### src/hw/phwm_pkg.sv
package phwm_pkg;
  localparam int unsigned CLK_HZ = 20000000;
  localparam logic [7:0] ADDR_SHUNT_MAX = 8'h07;
  localparam logic [7:0] ADDR_SHUNT_MIN = 8'h08;
  localparam logic [7:0] ADDR_BUS_TOP = 8'h09;
  localparam logic [7:0] ADDR_BUS_BOTTOM = 8'h0A;
  localparam logic [7:0] ADDR_POWER_MAX = 8'h0B;
  localparam logic [7:0] ADDR_SHUNT_UPPER = 8'h0C;
  localparam logic [7:0] ADDR_SHUNT_LOWER = 8'h0D;
  localparam logic [7:0] ADDR_POWER_WARN = 8'h0E;
  localparam logic [7:0] ADDR_BUS_HIGH = 8'h0F;
  localparam logic [7:0] ADDR_BUS_LOW = 8'h10;
  localparam logic [7:0] ADDR_CRIT_NEG = 8'h15;
  localparam logic [15:0] RST_SHUNT_MAX = 16'h8000;
  localparam logic [15:0] RST_SHUNT_MIN = 16'h7FFF;
  localparam logic [15:0] RST_BUS_TOP = 16'h0000;
  localparam logic [15:0] RST_BUS_BOTTOM = 16'hFFF8;
  localparam logic [15:0] RST_POWER_MAX = 16'h0000;
  localparam logic [15:0] RST_LIMIT = 16'h0000;
  localparam logic [15:0] BUS_FIELD_MASK = 16'hFFF8;
  localparam logic [15:0] BUS_HIGH_WR_MASK = 16'hFFFB;
  localparam int unsigned CLEAR_BIT = 0;
  localparam int unsigned POL_BIT = 1;
  localparam int unsigned LATCH_BIT = 0;
  localparam int unsigned DELAY_LSB_MS = 100;
  localparam int unsigned DELAY_MAX_STEPS = 15;
  localparam int unsigned DELAY_STEP_CYC = CLK_HZ / 1000 * DELAY_LSB_MS;

  typedef struct packed {
    logic [15:0] shunt;
    logic [15:0] bus;
    logic [15:0] power;
  } phwm_result_t;

  typedef struct packed {
    logic shunt_upper;
    logic shunt_lower;
    logic power;
    logic bus_high;
    logic bus_low;
  } phwm_flags_t;
endpackage

### src/hw/phwm_top.sv
// Function
// - Shunt max register keeps the largest signed shunt result.
// - Shunt max resets to 8000h, most negative code.
// - Shunt min register keeps the smallest signed shunt result.
// - Shunt min resets to 7FFFh, most positive code.
// - Bus top register keeps largest bus field in bits 15..3, resets zero.
// - Bus bottom keeps smallest bus field, resets FFF8h.
// - Power max keeps largest unsigned power result, resets zero.
// - Writing one to bit 0 of a peak register restores its reset value.
// - Shunt above upper limit sets its flag and warning pin when enabled.
// - Shunt below lower limit sets its flag and warning pin when enabled.
// - Shunt limits are signed 16-bit, 10 uV steps.
// - Power above power limit sets its flag and warning pin when enabled.
// - Power limit compare is direct 16-bit unsigned.
// - Bus above high limit sets its flag and warning pin when enabled.
// - Bus below low limit sets its flag and warning pin when enabled.
// - Bus high register bit 1 selects pin polarity, zero is active low.
// - Bus high register bit 0 latches the pin; zero is transparent.
// - Warning delay comes from the critical negative register.
// - Delay field bits 3..0, 0.1 s per step, default zero.
`timescale 1ns/100ps
`default_nettype none
module phwm_top
  import phwm_pkg::*;
(
  input wire logic clk_sys_in, // System clock, 20 MHz.
  input wire logic rst_n_in, // Synchronous reset, active low.
  input wire logic reg_wr_in, // Register write strobe.
  input wire logic reg_rd_in, // Register read strobe.
  input wire logic [7:0] reg_addr_in, // Register pointer.
  input wire logic [15:0] reg_wdata_in, // Write data.
  output logic [15:0] reg_rdata_out, // Read data, one cycle after read.
  input wire logic status_rd_in, // Status register read, clears flags.
  input wire logic result_valid_in, // New conversion result pulse.
  input wire phwm_pkg::phwm_result_t result_in, // Conversion results.
  input wire logic warn_output_enable_in, // Warning pin enable.
  output phwm_pkg::phwm_flags_t flags_out, // Sticky warning flags.
  output logic warn_pin_out, // Warning pin level.
  output logic warn_pin_oe_out // Open-drain drive enable.
);
  import phwm_pkg::*;

  logic [15:0] shunt_max_value_q, shunt_min_value_q, bus_top_value_q;
  logic [15:0] bus_bottom_value_q, power_max_value_q;
  logic [15:0] shunt_upper_warn_limit_q, shunt_lower_warn_limit_q;
  logic [15:0] power_warn_limit_field_q, bus_high_warn_limit_q, bus_low_warn_limit_q;
  logic [3:0] warn_output_delay_q;
  logic [15:0] rdata_d;
  phwm_flags_t flags_q, hit_d;
  logic pin_active_q, pin_d;
  logic [31:0] step_cnt_q;
  logic [3:0] delay_cnt_q;

  wire wr_sm = reg_wr_in && reg_addr_in == ADDR_SHUNT_MAX;
  wire wr_sn = reg_wr_in && reg_addr_in == ADDR_SHUNT_MIN;
  wire wr_bt = reg_wr_in && reg_addr_in == ADDR_BUS_TOP;
  wire wr_bb = reg_wr_in && reg_addr_in == ADDR_BUS_BOTTOM;
  wire wr_pm = reg_wr_in && reg_addr_in == ADDR_POWER_MAX;
  wire clr_bit = reg_wdata_in[CLEAR_BIT];
  wire [15:0] bus_f = result_in.bus & BUS_FIELD_MASK;

  // A peak register follows results; a clear write wins since it restarts tracking.
  always_ff @(posedge clk_sys_in) begin
    if (!rst_n_in) begin
      shunt_max_value_q <= RST_SHUNT_MAX;
      shunt_min_value_q <= RST_SHUNT_MIN;
      bus_top_value_q <= RST_BUS_TOP;
      bus_bottom_value_q <= RST_BUS_BOTTOM;
      power_max_value_q <= RST_POWER_MAX;
    end else begin
      if (wr_sm && clr_bit) begin
        shunt_max_value_q <= RST_SHUNT_MAX;
      end else if (result_valid_in && $signed(result_in.shunt) > $signed(shunt_max_value_q)) begin
        shunt_max_value_q <= result_in.shunt;
      end
      if (wr_sn && clr_bit) begin
        shunt_min_value_q <= RST_SHUNT_MIN;
      end else if (result_valid_in && $signed(result_in.shunt) < $signed(shunt_min_value_q)) begin
        shunt_min_value_q <= result_in.shunt;
      end
      if (wr_bt && clr_bit) begin
        bus_top_value_q <= RST_BUS_TOP;
      end else if (result_valid_in && bus_f > bus_top_value_q) begin
        bus_top_value_q <= bus_f;
      end
      if (wr_bb && clr_bit) begin
        bus_bottom_value_q <= RST_BUS_BOTTOM;
      end else if (result_valid_in && bus_f < bus_bottom_value_q) begin
        bus_bottom_value_q <= bus_f;
      end
      if (wr_pm && clr_bit) begin
        power_max_value_q <= RST_POWER_MAX;
      end else if (result_valid_in && result_in.power > power_max_value_q) begin
        power_max_value_q <= result_in.power;
      end
    end
  end

  always_ff @(posedge clk_sys_in) begin
    if (!rst_n_in) begin
      shunt_upper_warn_limit_q <= RST_LIMIT;
      shunt_lower_warn_limit_q <= RST_LIMIT;
      power_warn_limit_field_q <= RST_LIMIT;
      bus_high_warn_limit_q <= RST_LIMIT;
      bus_low_warn_limit_q <= RST_LIMIT;
      warn_output_delay_q <= 4'h0;
    end else if (reg_wr_in) begin
      unique case (reg_addr_in)
        ADDR_SHUNT_UPPER: shunt_upper_warn_limit_q <= reg_wdata_in;
        ADDR_SHUNT_LOWER: shunt_lower_warn_limit_q <= reg_wdata_in;
        ADDR_POWER_WARN: power_warn_limit_field_q <= reg_wdata_in;
        ADDR_BUS_HIGH: bus_high_warn_limit_q <= reg_wdata_in & BUS_HIGH_WR_MASK;
        ADDR_BUS_LOW: bus_low_warn_limit_q <= reg_wdata_in & BUS_FIELD_MASK;
        ADDR_CRIT_NEG: warn_output_delay_q <= reg_wdata_in[3:0];
        default: ;
      endcase
    end
  end

  // Comparisons are made only on a fresh result.
  always_comb begin
    hit_d = '0;
    if (result_valid_in) begin
      hit_d.shunt_upper = $signed(result_in.shunt) > $signed(shunt_upper_warn_limit_q);
      hit_d.shunt_lower = $signed(result_in.shunt) < $signed(shunt_lower_warn_limit_q);
      hit_d.power = result_in.power > power_warn_limit_field_q;
      hit_d.bus_high = bus_f > (bus_high_warn_limit_q & BUS_FIELD_MASK);
      hit_d.bus_low = bus_f < bus_low_warn_limit_q;
    end
  end

  wire any_hit = |hit_d;
  wire latch_en = bus_high_warn_limit_q[LATCH_BIT];
  wire pol_high = bus_high_warn_limit_q[POL_BIT];
  reg cond_q;
  wire step_tick = step_cnt_q == DELAY_STEP_CYC - 1;

  // Flags are sticky; a new hit in the read cycle survives the clear.
  always_ff @(posedge clk_sys_in) begin
    if (!rst_n_in) begin
      flags_q <= '0;
      cond_q <= 1'b0;
    end else begin
      flags_q <= (status_rd_in ? '0 : flags_q) | hit_d;
      if (result_valid_in) begin
        cond_q <= any_hit;
      end
    end
  end

  // The condition must persist for the delay before the pin asserts.
  always_ff @(posedge clk_sys_in) begin
    if (!rst_n_in || !cond_q) begin
      step_cnt_q <= '0;
      delay_cnt_q <= '0;
    end else if (delay_cnt_q < warn_output_delay_q) begin
      step_cnt_q <= step_tick ? '0 : step_cnt_q + 32'd1;
      if (step_tick) begin
        delay_cnt_q <= delay_cnt_q + 4'd1;
      end
    end
  end

  wire delay_done = cond_q && delay_cnt_q >= warn_output_delay_q;
  always_comb begin
    pin_d = delay_done && warn_output_enable_in;
    if (latch_en && pin_active_q && !status_rd_in) begin
      pin_d = warn_output_enable_in;
    end
  end

  always_ff @(posedge clk_sys_in) begin
    if (!rst_n_in) begin
      pin_active_q <= 1'b0;
      warn_pin_out <= 1'b0;
      warn_pin_oe_out <= 1'b0;
    end else begin
      pin_active_q <= pin_d;
      warn_pin_out <= 1'b0;
      warn_pin_oe_out <= pin_d ^ pol_high;
    end
  end

  always_comb begin
    unique case (reg_addr_in)
      ADDR_SHUNT_MAX: rdata_d = shunt_max_value_q;
      ADDR_SHUNT_MIN: rdata_d = shunt_min_value_q;
      ADDR_BUS_TOP: rdata_d = bus_top_value_q;
      ADDR_BUS_BOTTOM: rdata_d = bus_bottom_value_q;
      ADDR_POWER_MAX: rdata_d = power_max_value_q;
      ADDR_SHUNT_UPPER: rdata_d = shunt_upper_warn_limit_q;
      ADDR_SHUNT_LOWER: rdata_d = shunt_lower_warn_limit_q;
      ADDR_POWER_WARN: rdata_d = power_warn_limit_field_q;
      ADDR_BUS_HIGH: rdata_d = bus_high_warn_limit_q;
      ADDR_BUS_LOW: rdata_d = bus_low_warn_limit_q;
      ADDR_CRIT_NEG: rdata_d = {12'h000, warn_output_delay_q};
      default: rdata_d = 16'h0000;
    endcase
  end

  always_ff @(posedge clk_sys_in) begin
    if (!rst_n_in) begin
      reg_rdata_out <= 16'h0000;
      flags_out <= '0;
    end else begin
      if (reg_rd_in) begin
        reg_rdata_out <= rdata_d;
      end
      flags_out <= (status_rd_in ? '0 : flags_q) | hit_d;
    end
  end

  property p_shunt_max;
    @(posedge clk_sys_in) disable iff (!rst_n_in)
      result_valid_in && !wr_sm && $signed(result_in.shunt) > $signed(shunt_max_value_q)
      |=> shunt_max_value_q == $past(result_in.shunt);
  endproperty
  a_shunt_max: assert property (p_shunt_max) else $error("shunt max missed");
  property p_shunt_min;
    @(posedge clk_sys_in) disable iff (!rst_n_in)
      !$past(wr_sn) |-> !($signed(shunt_min_value_q) > $signed($past(shunt_min_value_q)));
  endproperty
  a_shunt_min: assert property (p_shunt_min) else $error("shunt min rose");
  property p_clear;
    @(posedge clk_sys_in) disable iff (!rst_n_in)
      wr_bb && clr_bit |=> bus_bottom_value_q == RST_BUS_BOTTOM;
  endproperty
  a_clear: assert property (p_clear) else $error("peak clear failed");
  property p_bus_low;
    @(posedge clk_sys_in) disable iff (!rst_n_in)
      bus_top_value_q[2:0] == 3'h0 && bus_bottom_value_q[2:0] == 3'h0;
  endproperty
  a_bus_low: assert property (p_bus_low) else $error("bus low bits set");
  property p_flag;
    @(posedge clk_sys_in) disable iff (!rst_n_in)
      hit_d.power |=> flags_q.power;
  endproperty
  a_flag: assert property (p_flag) else $error("power flag missed");
  property p_flag_up;
    @(posedge clk_sys_in) disable iff (!rst_n_in)
      hit_d.shunt_upper ##1 !status_rd_in |=> flags_q.shunt_upper;
  endproperty
  a_flag_up: assert property (p_flag_up) else $error("flag not sticky");
  property p_pol;
    @(posedge clk_sys_in) disable iff (!rst_n_in)
      !warn_output_enable_in && !latch_en |=> warn_pin_oe_out == $past(pol_high);
  endproperty
  a_pol: assert property (p_pol) else $error("idle pin sense wrong");
  property p_nodelay;
    @(posedge clk_sys_in) disable iff (!rst_n_in)
      cond_q && warn_output_delay_q == 4'h0 && warn_output_enable_in |=> pin_active_q;
  endproperty
  a_nodelay: assert property (p_nodelay) else $error("pin not asserted");
  // Each peak register takes a new extreme result and restores its reset value on a clear.
  property p_shunt_min_take;
    @(posedge clk_sys_in) disable iff (!rst_n_in)
      result_valid_in && !wr_sn && $signed(result_in.shunt) < $signed(shunt_min_value_q)
      |=> shunt_min_value_q == $past(result_in.shunt);
  endproperty
  a_shunt_min_take: assert property (p_shunt_min_take) else $error("shunt min missed");
  property p_bus_top_take;
    @(posedge clk_sys_in) disable iff (!rst_n_in)
      result_valid_in && !wr_bt && bus_f > bus_top_value_q
      |=> bus_top_value_q == $past(bus_f);
  endproperty
  a_bus_top_take: assert property (p_bus_top_take) else $error("bus top missed");
  property p_bus_bottom_take;
    @(posedge clk_sys_in) disable iff (!rst_n_in)
      result_valid_in && !wr_bb && bus_f < bus_bottom_value_q
      |=> bus_bottom_value_q == $past(bus_f);
  endproperty
  a_bus_bottom_take: assert property (p_bus_bottom_take) else $error("bus bottom missed");
  property p_power_max_take;
    @(posedge clk_sys_in) disable iff (!rst_n_in)
      result_valid_in && !wr_pm && result_in.power > power_max_value_q
      |=> power_max_value_q == $past(result_in.power);
  endproperty
  a_power_max_take: assert property (p_power_max_take) else $error("power max missed");
  property p_shunt_max_clear;
    @(posedge clk_sys_in) disable iff (!rst_n_in)
      wr_sm && clr_bit |=> shunt_max_value_q == RST_SHUNT_MAX;
  endproperty
  a_shunt_max_clear: assert property (p_shunt_max_clear) else $error("shunt max clear");
  property p_shunt_min_clear;
    @(posedge clk_sys_in) disable iff (!rst_n_in)
      wr_sn && clr_bit |=> shunt_min_value_q == RST_SHUNT_MIN;
  endproperty
  a_shunt_min_clear: assert property (p_shunt_min_clear) else $error("shunt min clear");
  property p_top_clear;
    @(posedge clk_sys_in) disable iff (!rst_n_in)
      wr_bt && clr_bit |=> bus_top_value_q == RST_BUS_TOP;
  endproperty
  a_top_clear: assert property (p_top_clear) else $error("bus top clear failed");
  property p_power_clear;
    @(posedge clk_sys_in) disable iff (!rst_n_in)
      wr_pm && clr_bit |=> power_max_value_q == RST_POWER_MAX;
  endproperty
  a_power_clear: assert property (p_power_clear) else $error("power clear failed");
  property p_flag_lower;
    @(posedge clk_sys_in) disable iff (!rst_n_in)
      hit_d.shunt_lower |=> flags_q.shunt_lower;
  endproperty
  a_flag_lower: assert property (p_flag_lower) else $error("lower flag missed");
  property p_flag_bus_high;
    @(posedge clk_sys_in) disable iff (!rst_n_in)
      hit_d.bus_high |=> flags_q.bus_high;
  endproperty
  a_flag_bus_high: assert property (p_flag_bus_high) else $error("bus high flag missed");
  property p_flag_bus_low;
    @(posedge clk_sys_in) disable iff (!rst_n_in)
      hit_d.bus_low |=> flags_q.bus_low;
  endproperty
  a_flag_bus_low: assert property (p_flag_bus_low) else $error("bus low flag missed");
  property p_flag_keep;
    @(posedge clk_sys_in) disable iff (!rst_n_in)
      !result_valid_in && !status_rd_in |=> flags_q == $past(flags_q);
  endproperty
  a_flag_keep: assert property (p_flag_keep) else $error("flags moved without result");
  property p_status_clear;
    @(posedge clk_sys_in) disable iff (!rst_n_in)
      status_rd_in && !result_valid_in |=> flags_q == '0;
  endproperty
  a_status_clear: assert property (p_status_clear) else $error("flags not cleared");
  property p_limit_read;
    @(posedge clk_sys_in) disable iff (!rst_n_in)
      reg_rd_in && reg_addr_in == ADDR_SHUNT_UPPER
      |=> reg_rdata_out == $past(shunt_upper_warn_limit_q);
  endproperty
  a_limit_read: assert property (p_limit_read) else $error("limit read wrong");
  property p_limit_bits;
    @(posedge clk_sys_in) disable iff (!rst_n_in)
      bus_high_warn_limit_q[2] == 1'b0 && bus_low_warn_limit_q[2:0] == 3'h0;
  endproperty
  a_limit_bits: assert property (p_limit_bits) else $error("unused limit bits set");
  property p_delay_hold;
    @(posedge clk_sys_in) disable iff (!rst_n_in)
      !pin_active_q && !delay_done |=> !pin_active_q;
  endproperty
  a_delay_hold: assert property (p_delay_hold) else $error("pin before delay end");
  property p_latch_hold;
    @(posedge clk_sys_in) disable iff (!rst_n_in)
      latch_en && pin_active_q && !status_rd_in && warn_output_enable_in |=> pin_active_q;
  endproperty
  a_latch_hold: assert property (p_latch_hold) else $error("latched pin dropped");
  property p_transparent;
    @(posedge clk_sys_in) disable iff (!rst_n_in)
      !latch_en && !cond_q |=> !pin_active_q;
  endproperty
  a_transparent: assert property (p_transparent) else $error("pin held while clear");
  property p_oe_sense;
    @(posedge clk_sys_in) disable iff (!rst_n_in)
      warn_pin_oe_out == (pin_active_q ^ $past(pol_high));
  endproperty
  a_oe_sense: assert property (p_oe_sense) else $error("pin drive sense wrong");
endmodule
`default_nettype wire

### config.mk
export PLATFORM = sky130hd
export DESIGN_NAME = phwm_top
export DESIGN_NICKNAME = d
export VERILOG_FILES = /design/src/hw/phwm_pkg.sv /design/src/hw/phwm_top.sv
export SDC_FILE = /design/constraint.sdc
export NUM_CORES = 1
export LEC_CHECK = 0
export BUFFER_PORTS_ARGS = -buffer_cell sky130_fd_sc_hd__buf_2
export CORE_MARGIN = 4
export CORE_UTILIZATION = 40
export CTS_BUF_LIST = sky130_fd_sc_hd__clkbuf_8
export DETAILED_ROUTE_END_ITERATION = 7
export PLACE_DENSITY = 0.65
export RECOVER_POWER = 100
export SLEW_MARGIN = 20
export SYNTH_ARGS = -nofsm -noshare
export SYNTH_HDL_FRONTEND = slang
export SYNTH_SLANG_ARGS = --single-unit
### constraint.sdc
create_clock -name clk_sys_in -period 3.25 [get_ports clk_sys_in]
set_clock_uncertainty 0.2 [all_clocks]
set_input_delay 0.325 -clock clk_sys_in [delete_from_list [all_inputs] [get_ports clk_sys_in]]
set_output_delay 0.325 -clock clk_sys_in [all_outputs]
set_load 0.01 [all_outputs]
==> results of run 1 <==
[through the flow]
| step | setup slack, ns | area (um2) |
|---|---|---|
| after floorplan | 0.8509 | 13570 |
| after global placement | 0.4825 | 14640 |
| after detailed placement | 0.5018 | 14650 |
| after CTS | 0.4908 | 16090 |
| after global routing | 0.1536 | 15970 |
| final | 0.3627 | 15970 |
[registers in the layout (all words and copies together), names as in the netlist, 15 cells and up]
signal and cells:
shunt_lower_warn_limit_q 16, step_cnt_q 32, reg_rdata_out 16, power_max_value_q 16
bus_high_warn_limit_q 15, shunt_min_value_q 16, shunt_upper_warn_limit_q 16, shunt_max_value_q 16
power_warn_limit_field_q 16
[metal layers]
| layer | part of all wire | global-route usage |
|---|---|---|
| met5 | 0.00016 | 0 |
| met4 | 0.038 | 0.08612 |
| met3 | 0.081 | 0.03999 |
| met1 | 0.44 | 0.3360 |
| met2 | 0.44 | 0.3687 |
[placed cells by master (no fill, tap or decap), types with 53 or more instances in the layout]
cell type	instances
buf_2	70
mux2i_1	133
nor2_1	169
ha_1	150
inv_1	168
o21ai_0	73
clkbuf_8	53
a21oi_1	81
nand2_1	174
dfxtp_1	214
dlygate4sd3_1	63
[cells by family after synthesis]
family | Yosys count | share of synthesized area
AOI/OAI and AO/OA | 301 | 0.1435
xor gates and xnor gates | 32 | 0.02065
adders and majority gates | 150 | 0.1383
buffers and inverters | 242 | 0.07097
DFF | 214 | 0.3156
muxes | 142 | 0.1097
other | 1 | 0.0002763
and+or+nand+nor | 553 | 0.2010
[power by group]
part           total (W)  internal (W)  switching [W]  leakage [nW]
clock            0.00268       0.00152        0.00116         0.456
sequential       0.00284       0.00272       0.000123          1.74
combinational    0.00107      0.000445       0.000628          4.40
[final cells by class]
type / count / area (um2)
inverter: 160 / 600.6
fill: 3291 / 17560
timing repair buffer: 207 / 1381
clock buffer: 53 / 729.5
multi-input combinational: 1179 / 8324
sequential: 214 / 4284
antenna: 2 / 5.005
tap: 448 / 560.5
clock inverter: 13 / 82.58
[final timing paths]
kind                            endpoint  slack (ns)  cells after the start
max          shunt_lower_warn_limit_q[4]        0.36                      6
min               warn_output_delay_q[0]        0.04                      3
max reg2reg               step_cnt_q[27]        0.45                      9
min reg2reg           bus_top_value_q[8]        0.26                      2
[critical path: stages]
cell and delay, ns:
clkbuf_1 0.82, nor2b_1 0.30, buf_4 0.28, nand3_1 0.85, mux2i_1 0.44, nor2_1 0.06
==> impl_metrics.json, run 1 <==
{
  "status": "complete, no violations",
  "tritoncts": "done",
  "synth_area_per_cell_um2": 8.302,
  "cts-buffers-inserted": 40,
  "critPathCaptureType": "flop",
  "power_density_mw_per_mm2": 413.0,
  "yosysMostFrequentCell": "dfxtp_1",
  "r2r_start": "warn_output_delay_q[3]",
  "yosysTopAreaCell": "dfxtp_1",
  "peakVddDrop_mv": 0.3657,
  "gp_congestion": 0.9471,
  "grt-ovfl-total": 0,
  "instances_no_fill": 2276,
  "startpoint": "reg_addr_in[0]",
  "period_share": 0.8884,
  "portBuffers": 97,
  "setup_viol": 0,
  "syn_inst": 1635,
  "clk_latency_ns": 0.56,
  "max_freq_mhz": 346.3,
  "wl_um": 44660,
  "via_per_inst": 5.620,
  "crit_path_start_kind": "primary input",
  "cts_resized": 0,
  "num_rows": 67,
  "post_cts_buffers": 0,
  "grt_pass1_vias": 12140,
  "utilization": 0.4762,
  "chipWidth_um": 192.2,
  "rsz0062_at_grt": "no",
  "worst_ep_required_time_ns": 3.46,
  "synth.area.top_cells": "dfxtp_1, ha_1, mux2i_1",
  "path_clk_slew_ns": 0.05,
  "place_inst": 2145,
  "fin_hold_ws_ns": 0.04378,
  "drcViolationCount": 0,
  "synth_edf_count": 0,
  "ctsHtreeMaxLevel": 2,
  "vias": 12790,
  "synth_cell_types": 70,
  "path_class": "primary input to flop",
  "crit_arrival_ns": 3.09,
  "period_needed_ns": 2.887,
  "core-area_mm2": 0.03353,
  "routedWlPerCell_um": 19.62,
  "initial_utilization": 0.4048,
  "finalHoldViolations": 0,
  "hp-start": "reg_wdata_in[0]",
  "hp-class": "primary input to flop",
  "grt_max_degree": 41,
  "synth_ff_type": "dfxtp_1",
  "syn_to_final_growth_pct": 17.63,
  "setup-tns-final_ns": 0,
  "ys_ff_latch": 214,
  "drv_cap": 0,
  "yosys_warnings": 0,
  "synth_seq_area_share": 0.3156,
  "synth_top_area_frac": 0.3156,
  "tightest_slew_ns": 1.273,
  "hpwl_um": 34260,
  "antenna_found_initial": 2,
  "fin_nets": 2031,
  "hold_buffers": 63,
  "timing.max_slew.rel_slack": 0.1515,
  "drtIter0Drc": 1361,
  "grt_first_pass_wirelength_um": 69120,
  "p_total_w": 0.006595,
  "async_flop_share": 0,
  "drive_above_1_share": 0.1084,
  "synth.cell_area_mm2": 0.01357,
  "path_max_fanout": 20,
  "clock-root-buffer": "clkbuf_8",
  "grt_usage": 0.2388,
  "ant_nets": 0,
  "drv_slew": 0,
  "die_h_um": 192.2,
  "io_pins": 102,
  "dr.pass1.iters": 6,
  "synth_fp_nets": 1864,
  "cts.sinks": 214,
  "clockBufferDepth": 3,
  "synthTopCellsByCount": "dfxtp_1, nand2_1, nor2_1",
  "p_leak_nw": 6.596,
  "dieArea_mm2": 0.03695
}
No activity file was read; power rests on OpenSTA's default activity.
==> run 2: changes to the inputs <==
--- a/config.mk
+++ b/config.mk
@@ -10,7 +10,6 @@
 export CORE_UTILIZATION = 40
 export CTS_BUF_LIST = sky130_fd_sc_hd__clkbuf_8
 export DETAILED_ROUTE_END_ITERATION = 7
-export PLACE_DENSITY = 0.65
 export RECOVER_POWER = 100
 export SLEW_MARGIN = 20
 export SYNTH_ARGS = -nofsm -noshare
==> run 2 against run 1 <==
- power increased by 2.4%
- global-route usage increased by 0.28 points
- clock power increased by 6%
- flip-flop and latch count unchanged
- critical path type unchanged
- critical endpoint is now bus_top_value_q[12]
- largest cell class unchanged
==> impl_metrics.json, run 2 (synthesized netlist as in run 1, its figures left out) <==
{
  "via_per_inst": 5.596,
  "p_leak_nw": 6.622,
  "routedWlPerCell_um": 19.87,
  "crit_path_start_kind": "primary input",
  "clockBufferDepth": 3,
  "grt_max_degree": 35,
  "num_antenna_cells": 0,
  "utilization": 0.4773,
  "wl_um": 45200,
  "multi_input_area_mm2": 0.008328,
  "nFillCells": 3262,
  "regArea_mm2": 0.004284,
  "setup-tns-final_ns": 0,
  "grt_usage": 0.2416,
  "regToRegEndpoint": "shunt_min_value_q[11]",
  "hp-start": "reg_rd_in",
  "drv_slew": 0,
  "grt_first_pass_wirelength_um": 69580,
  "dr.pass1.iters": 6,
  "ctsHtreeMaxLevel": 2,
  "grt-ovfl-total": 0,
  "setup_viol": 0,
  "peakVddDrop_mv": 0.3213,
  "drtIter0Drc": 1413,
  "slowest_delay_ns": 0.79,
  "crit_arrival_ns": 3.18,
  "cts.sinks": 214,
  "syn_to_final_growth_pct": 17.91,
  "io_pins": 102,
  "dieArea_mm2": 0.03695,
  "die_h_um": 192.2,
  "fin_nets": 2025,
  "drcViolationCount": 0,
  "core-area_mm2": 0.03353,
  "antenna_found_initial": 1,
  "drive_above_1_share": 0.1111,
  "period_share": 0.8987,
  "design_area_mm2": 0.01601,
  "vias": 12730,
  "timing.max_slew.rel_slack": 0.3033,
  "clk_latency_ns": 0.56,
  "final_cell_mix": "dfxtp_1, nand2_1, nor2_1, inv_1, ha_1",
  "power_density_mw_per_mm2": 421.8,
  "largest_reg_flops": 32,
  "critPathCaptureType": "flop",
  "ff2ff_setup_slack_ns": 0.44,
  "post_cts_buffers": 0,
  "gp_congestion": 0.9884,
  "crit_slowest_cell": "clkbuf_1",
  "rr_worst_depth": 9,
  "tightest_slew_ns": 1.045,
  "min_path_cells": 3,
  "chipWidth_um": 192.2,
  "grt_pass1_vias": 12110,
  "period_needed_ns": 2.921,
  "hp-class": "primary input to flop",
  "initial_utilization": 0.4048,
  "cts-buffers-inserted": 41,
  "path_class": "primary input to flop",
  "worst_ep_required_time_ns": 3.51,
  "hold_end": "reg_rdata_out[2]",
  "r2r_start": "shunt_min_value_q[9]",
  "regMostFlops": "step_cnt_q",
  "num_rows": 67,
  "finalHoldViolations": 0,
  "status": "complete, no violations",
  "ant_nets": 0,
  "max_freq_mhz": 342.4,
  "portBuffers": 97,
  "clock-root-buffer": "clkbuf_8",
  "hpwl_um": 34010,
  "mostFrequentLayoutCell": "dfxtp_1",
  "drv_cap": 0,
  "tritoncts": "done",
  "place_area_mm2": 0.01460,
  "rsz0062_at_grt": "no",
  "path_clk_slew_ns": 0.06,
  "path_cells": "dlygate4sd3_1 -> clkbuf_1 -> ha_1 -> o21ai_0 -> a221oi_1 -> o21ai_0 -> a21oi_1 -> clkbuf_1 -> mux2i_1",
  "startpoint": "result_in[28]",
  "path_max_fanout": 13
}
==> run 2: worst max-delay path by stage <==
| stage | endpoint | depth (start not counted) |
|---|---|---|
| floorplan | shunt_max_value_q[10] | 10 |
| global placement | bus_high_warn_limit_q[7] | 7 |
| detailed placement | shunt_max_value_q[3] | 9 |
| CTS | shunt_max_value_q[3] | 10 |
| global route | bus_top_value_q[14] | 9 |
| finish | bus_top_value_q[12] | 9 |
==> run 2: report_power, final <==
group	total, W	internal [W]	leakage, nW	switching (W)
clock network	0.00283	0.00162	0.495	0.00122
logic	0.00108	0.000442	4.39	0.000635
registers	0.00284	0.00272	1.74	0.000120
total	0.00675	0.00478	6.62	0.00197
==> run 2: per-layer routing <==
layer	global-route usage	routed length (um)	vias to the layer above
li1	-	-	6114
met1	0.3366	20260	6045
met2	0.3800	19980	465
met3	0.03926	3292	105
met4	0.08310	1654	2
met5	0	13	-
==> run 2: final cells by class <==
cell class	count	share of cell area
multi-input cells	1179	0.5203
flip-flops and latches	214	0.2677
repair buffers	200	0.08451
clock buffers	56	0.04815
inverters	160	0.03752
well taps	448	0.03502
clock inverters	18	0.006801
==> run 2: metrics by stage <==
step | hold WS, ns | setup slack (ns) | power, W | std cells
2_1_floorplan | 0.2347 | 0.8509 | 0.003497 | 1635
3_3_place_gp | 0.2441 | 0.5102 | 0.003875 | 2137
3_5_place_dp | 0.2548 | 0.5073 | 0.003906 | 2137
4_1_cts | 0.05131 | 0.5022 | 0.006819 | 2275
5_1_grt | 0.08511 | 0.1675 | 0.007068 | 2275
6_report | 0.07966 | 0.3291 | 0.006751 | 2275
==> run 2: repair_timing <==
action                                 4_1_cts  5_1_grt
gates resized for setup                      0        0
endpoints found under the hold margin      144        0
hold buffers                                64        0
==> run 2: critical path, delay by kind of cell <==
family                     cells  cell delay [ns]
buffers and inverters          3             1.72
adders and majority gates      1             0.26
AOI/OAI and AO/OA              4             0.60
muxes                          1             0.27
==> run 3: changes to the inputs <==
--- a/config.mk
+++ b/config.mk
@@ -8,7 +8,6 @@
 export BUFFER_PORTS_ARGS = -buffer_cell sky130_fd_sc_hd__buf_2
 export CORE_MARGIN = 4
 export CORE_UTILIZATION = 40
-export CTS_BUF_LIST = sky130_fd_sc_hd__clkbuf_8
 export DETAILED_ROUTE_END_ITERATION = 7
 export RECOVER_POWER = 100
 export SLEW_MARGIN = 20
==> constraint.sdc (replaced) <==
create_clock -name clk_sys_in -period 2.4 [get_ports clk_sys_in]
set_clock_uncertainty 0.2 [all_clocks]
set_input_delay 0.24 -clock clk_sys_in [delete_from_list [all_inputs] [get_ports clk_sys_in]]
set_output_delay 0.24 -clock clk_sys_in [all_outputs]
set_load 0.01 [all_outputs]
==> run 3 against run 2 <==
- largest cell class unchanged
- global-route usage is 0.12 points higher
- setup slack worse by 0.39 ns
- highest routed layer is now met4
- critical path depth stayed put
- die area stayed put
- register-to-register slack worse by 0.50 ns
- via count is 2.5% higher
- core utilization is 3.2 points higher
- critical path type is now flop to flop
- the run now ends with negative hold slack, negative setup slack left
- largest power group is now clock
- hold slack worse by 0.085 ns
==> impl_metrics.json, run 3 (synthesized netlist as in run 1, its figures left out) <==
{
  "via_per_inst": 5.566,
  "crit_arrival_ns": 2.68,
  "finalHoldViolations": 1,
  "die_h_um": 192.2,
  "design_area_mm2": 0.01709,
  "final_cell_mix": "dfxtp_1, nand2_1, nor2_1, inv_1, ha_1",
  "period_share": 1.024,
  "rsz0062_at_grt": "yes",
  "timing.max_slew.rel_slack": 0.4611,
  "regMostFlops": "step_cnt_q",
  "crit_path_start_kind": "flop",
  "num_rows": 67,
  "largest_reg_flops": 32,
  "gp_congestion": 0.9579,
  "p_leak_nw": 7.100,
  "p_total_w": 0.009520,
  "instances_no_fill": 2345,
  "max_freq_mhz": 406.9,
  "chipWidth_um": 192.2,
  "cts.sinks": 214,
  "period_needed_ns": 2.458,
  "clockBufferDepth": 3,
  "place_area_mm2": 0.01540,
  "vias": 13050,
  "clk_latency_ns": 0.54,
  "drive_above_1_share": 0.1671,
  "cts-buffers-inserted": 26,
  "drcViolationCount": 0,
  "fin_hold_ws_ns": -0.005265,
  "wl_um": 46440,
  "fin_nets": 2107,
  "path_clk_slew_ns": 0.06,
  "drv_cap": 0,
  "tritoncts": "done",
  "utilization": 0.5095,
  "grt_pass1_vias": 12290,
  "critPathCaptureType": "flop",
  "hp-class": "primary input to flop",
  "syn_to_final_growth_pct": 25.86,
  "dieArea_mm2": 0.03695,
  "peakVddDrop_mv": 0.4282,
  "hpwl_um": 35500,
  "place_inst": 2228,
  "antenna_found_initial": 0,
  "ant_nets": 0,
  "path_max_fanout": 3,
  "clock-root-buffer": "clkbuf_16",
  "ctsHtreeMaxLevel": 1,
  "dr.pass1.iters": 7,
  "mostFrequentLayoutCell": "dfxtp_1",
  "power_density_mw_per_mm2": 557.2,
  "portBuffers": 97,
  "drv_slew": 0,
  "grt_max_degree": 35,
  "fin_ws_ns": -0.05754,
  "initial_utilization": 0.4048,
  "status": "finished, violations left",
  "grt-ovfl-total": 0,
  "io_pins": 102,
  "setup_viol": 28,
  "worst_ep_required_time_ns": 2.62,
  "grt_first_pass_wirelength_um": 69870,
  "path_class": "flop to flop",
  "violations": "negative hold slack, negative setup slack",
  "num_antenna_cells": 0,
  "grt_usage": 0.2428,
  "routedWlPerCell_um": 19.81,
  "tightest_slew_ns": 0.8054,
  "core-area_mm2": 0.03353,
  "drtIter0Drc": 1112
}
## run 3: changes by cell type in the layout (fill, tap and decap cells not counted), sizes merged
cell	before	now
bufinv	1	2
dlymetal6s4s	0	4
clkbuf	92	77
buf	100	186
dlygate4sd3	64	67
inv	169	160
clkinv	8	7
clkinvlp	0	1
## run 3: final timing paths
kind	from	end	slack [ns]	cells past startpoint
max	shunt_max_value_q[15]	shunt_max_value_q[15]	-0.06	9
min	result_in[44]	shunt_max_value_q[12]	-0.005	3
max reg2reg	shunt_max_value_q[15]	shunt_max_value_q[15]	-0.06	9
min reg2reg	bus_top_value_q[8]	bus_top_value_q[8]	0.26	2
## run 3: area by class of cell
cell class | instances | area, um2
Timing Repair Buffer | 297 | 2226
Fill cell | 3199 | 16450
Sequential cell | 214 | 4304
Inverter | 160 | 600.6
Clock buffer | 37 | 743.2
Tap cell | 448 | 560.5
Multi-Input combinational cell | 1179 | 8544
Clock inverter | 10 | 106.4
## run 3: through the flow
stage	worst slack, ns	setup TNS [ns]
after CTS	-0.01801	-0.07207
after detailed placement	-0.1142	-1.651
after global routing	-0.1469	-7.872
final	-0.05754	-0.4406
after floorplan	0.0008771	0
after global placement	-0.04551	-0.5442
## run 3: critical path: stages, from the launching register on
cell and delay (ns):
dfxtp_2 0.33, inv_2 0.05, ha_4 0.27, nand4_1 0.12
or2_1 0.28, a211o_1 0.31, a31oi_1 0.24, nor4b_2 0.08
buf_4 0.17, mux2_1 0.30
## run 3: report_power, final
group | leakage [nW] | switching, W | internal, W | total [W]
Combinational | 4.94 | 0.000978 | 0.000779 | 0.00176
Clock | 0.419 | 0.00160 | 0.00236 | 0.00396
Sequential | 1.74 | 0.000115 | 0.00369 | 0.00380
Total | 7.10 | 0.00269 | 0.00683 | 0.00952
## run 3: routing by layer
layer / vias up / share of wire / GRT usage
li1: 6285 / - / -
met1: 6245 / 0.44 / 0.3307
met2: 434 / 0.44 / 0.3881
met3: 89 / 0.076 / 0.04635
met4: 0 / 0.037 / 0.07899
met5: - / 0 / 0
## run 3: timing repair
item / CTS / global route
pin swaps: 5 / 15
gates resized for setup: 3 / 67
endpoints found under the hold margin: 150 / 0
buffers inserted: 1 / 2
setup endpoints to repair: 24 / 60
hold buffers: 71 / 0
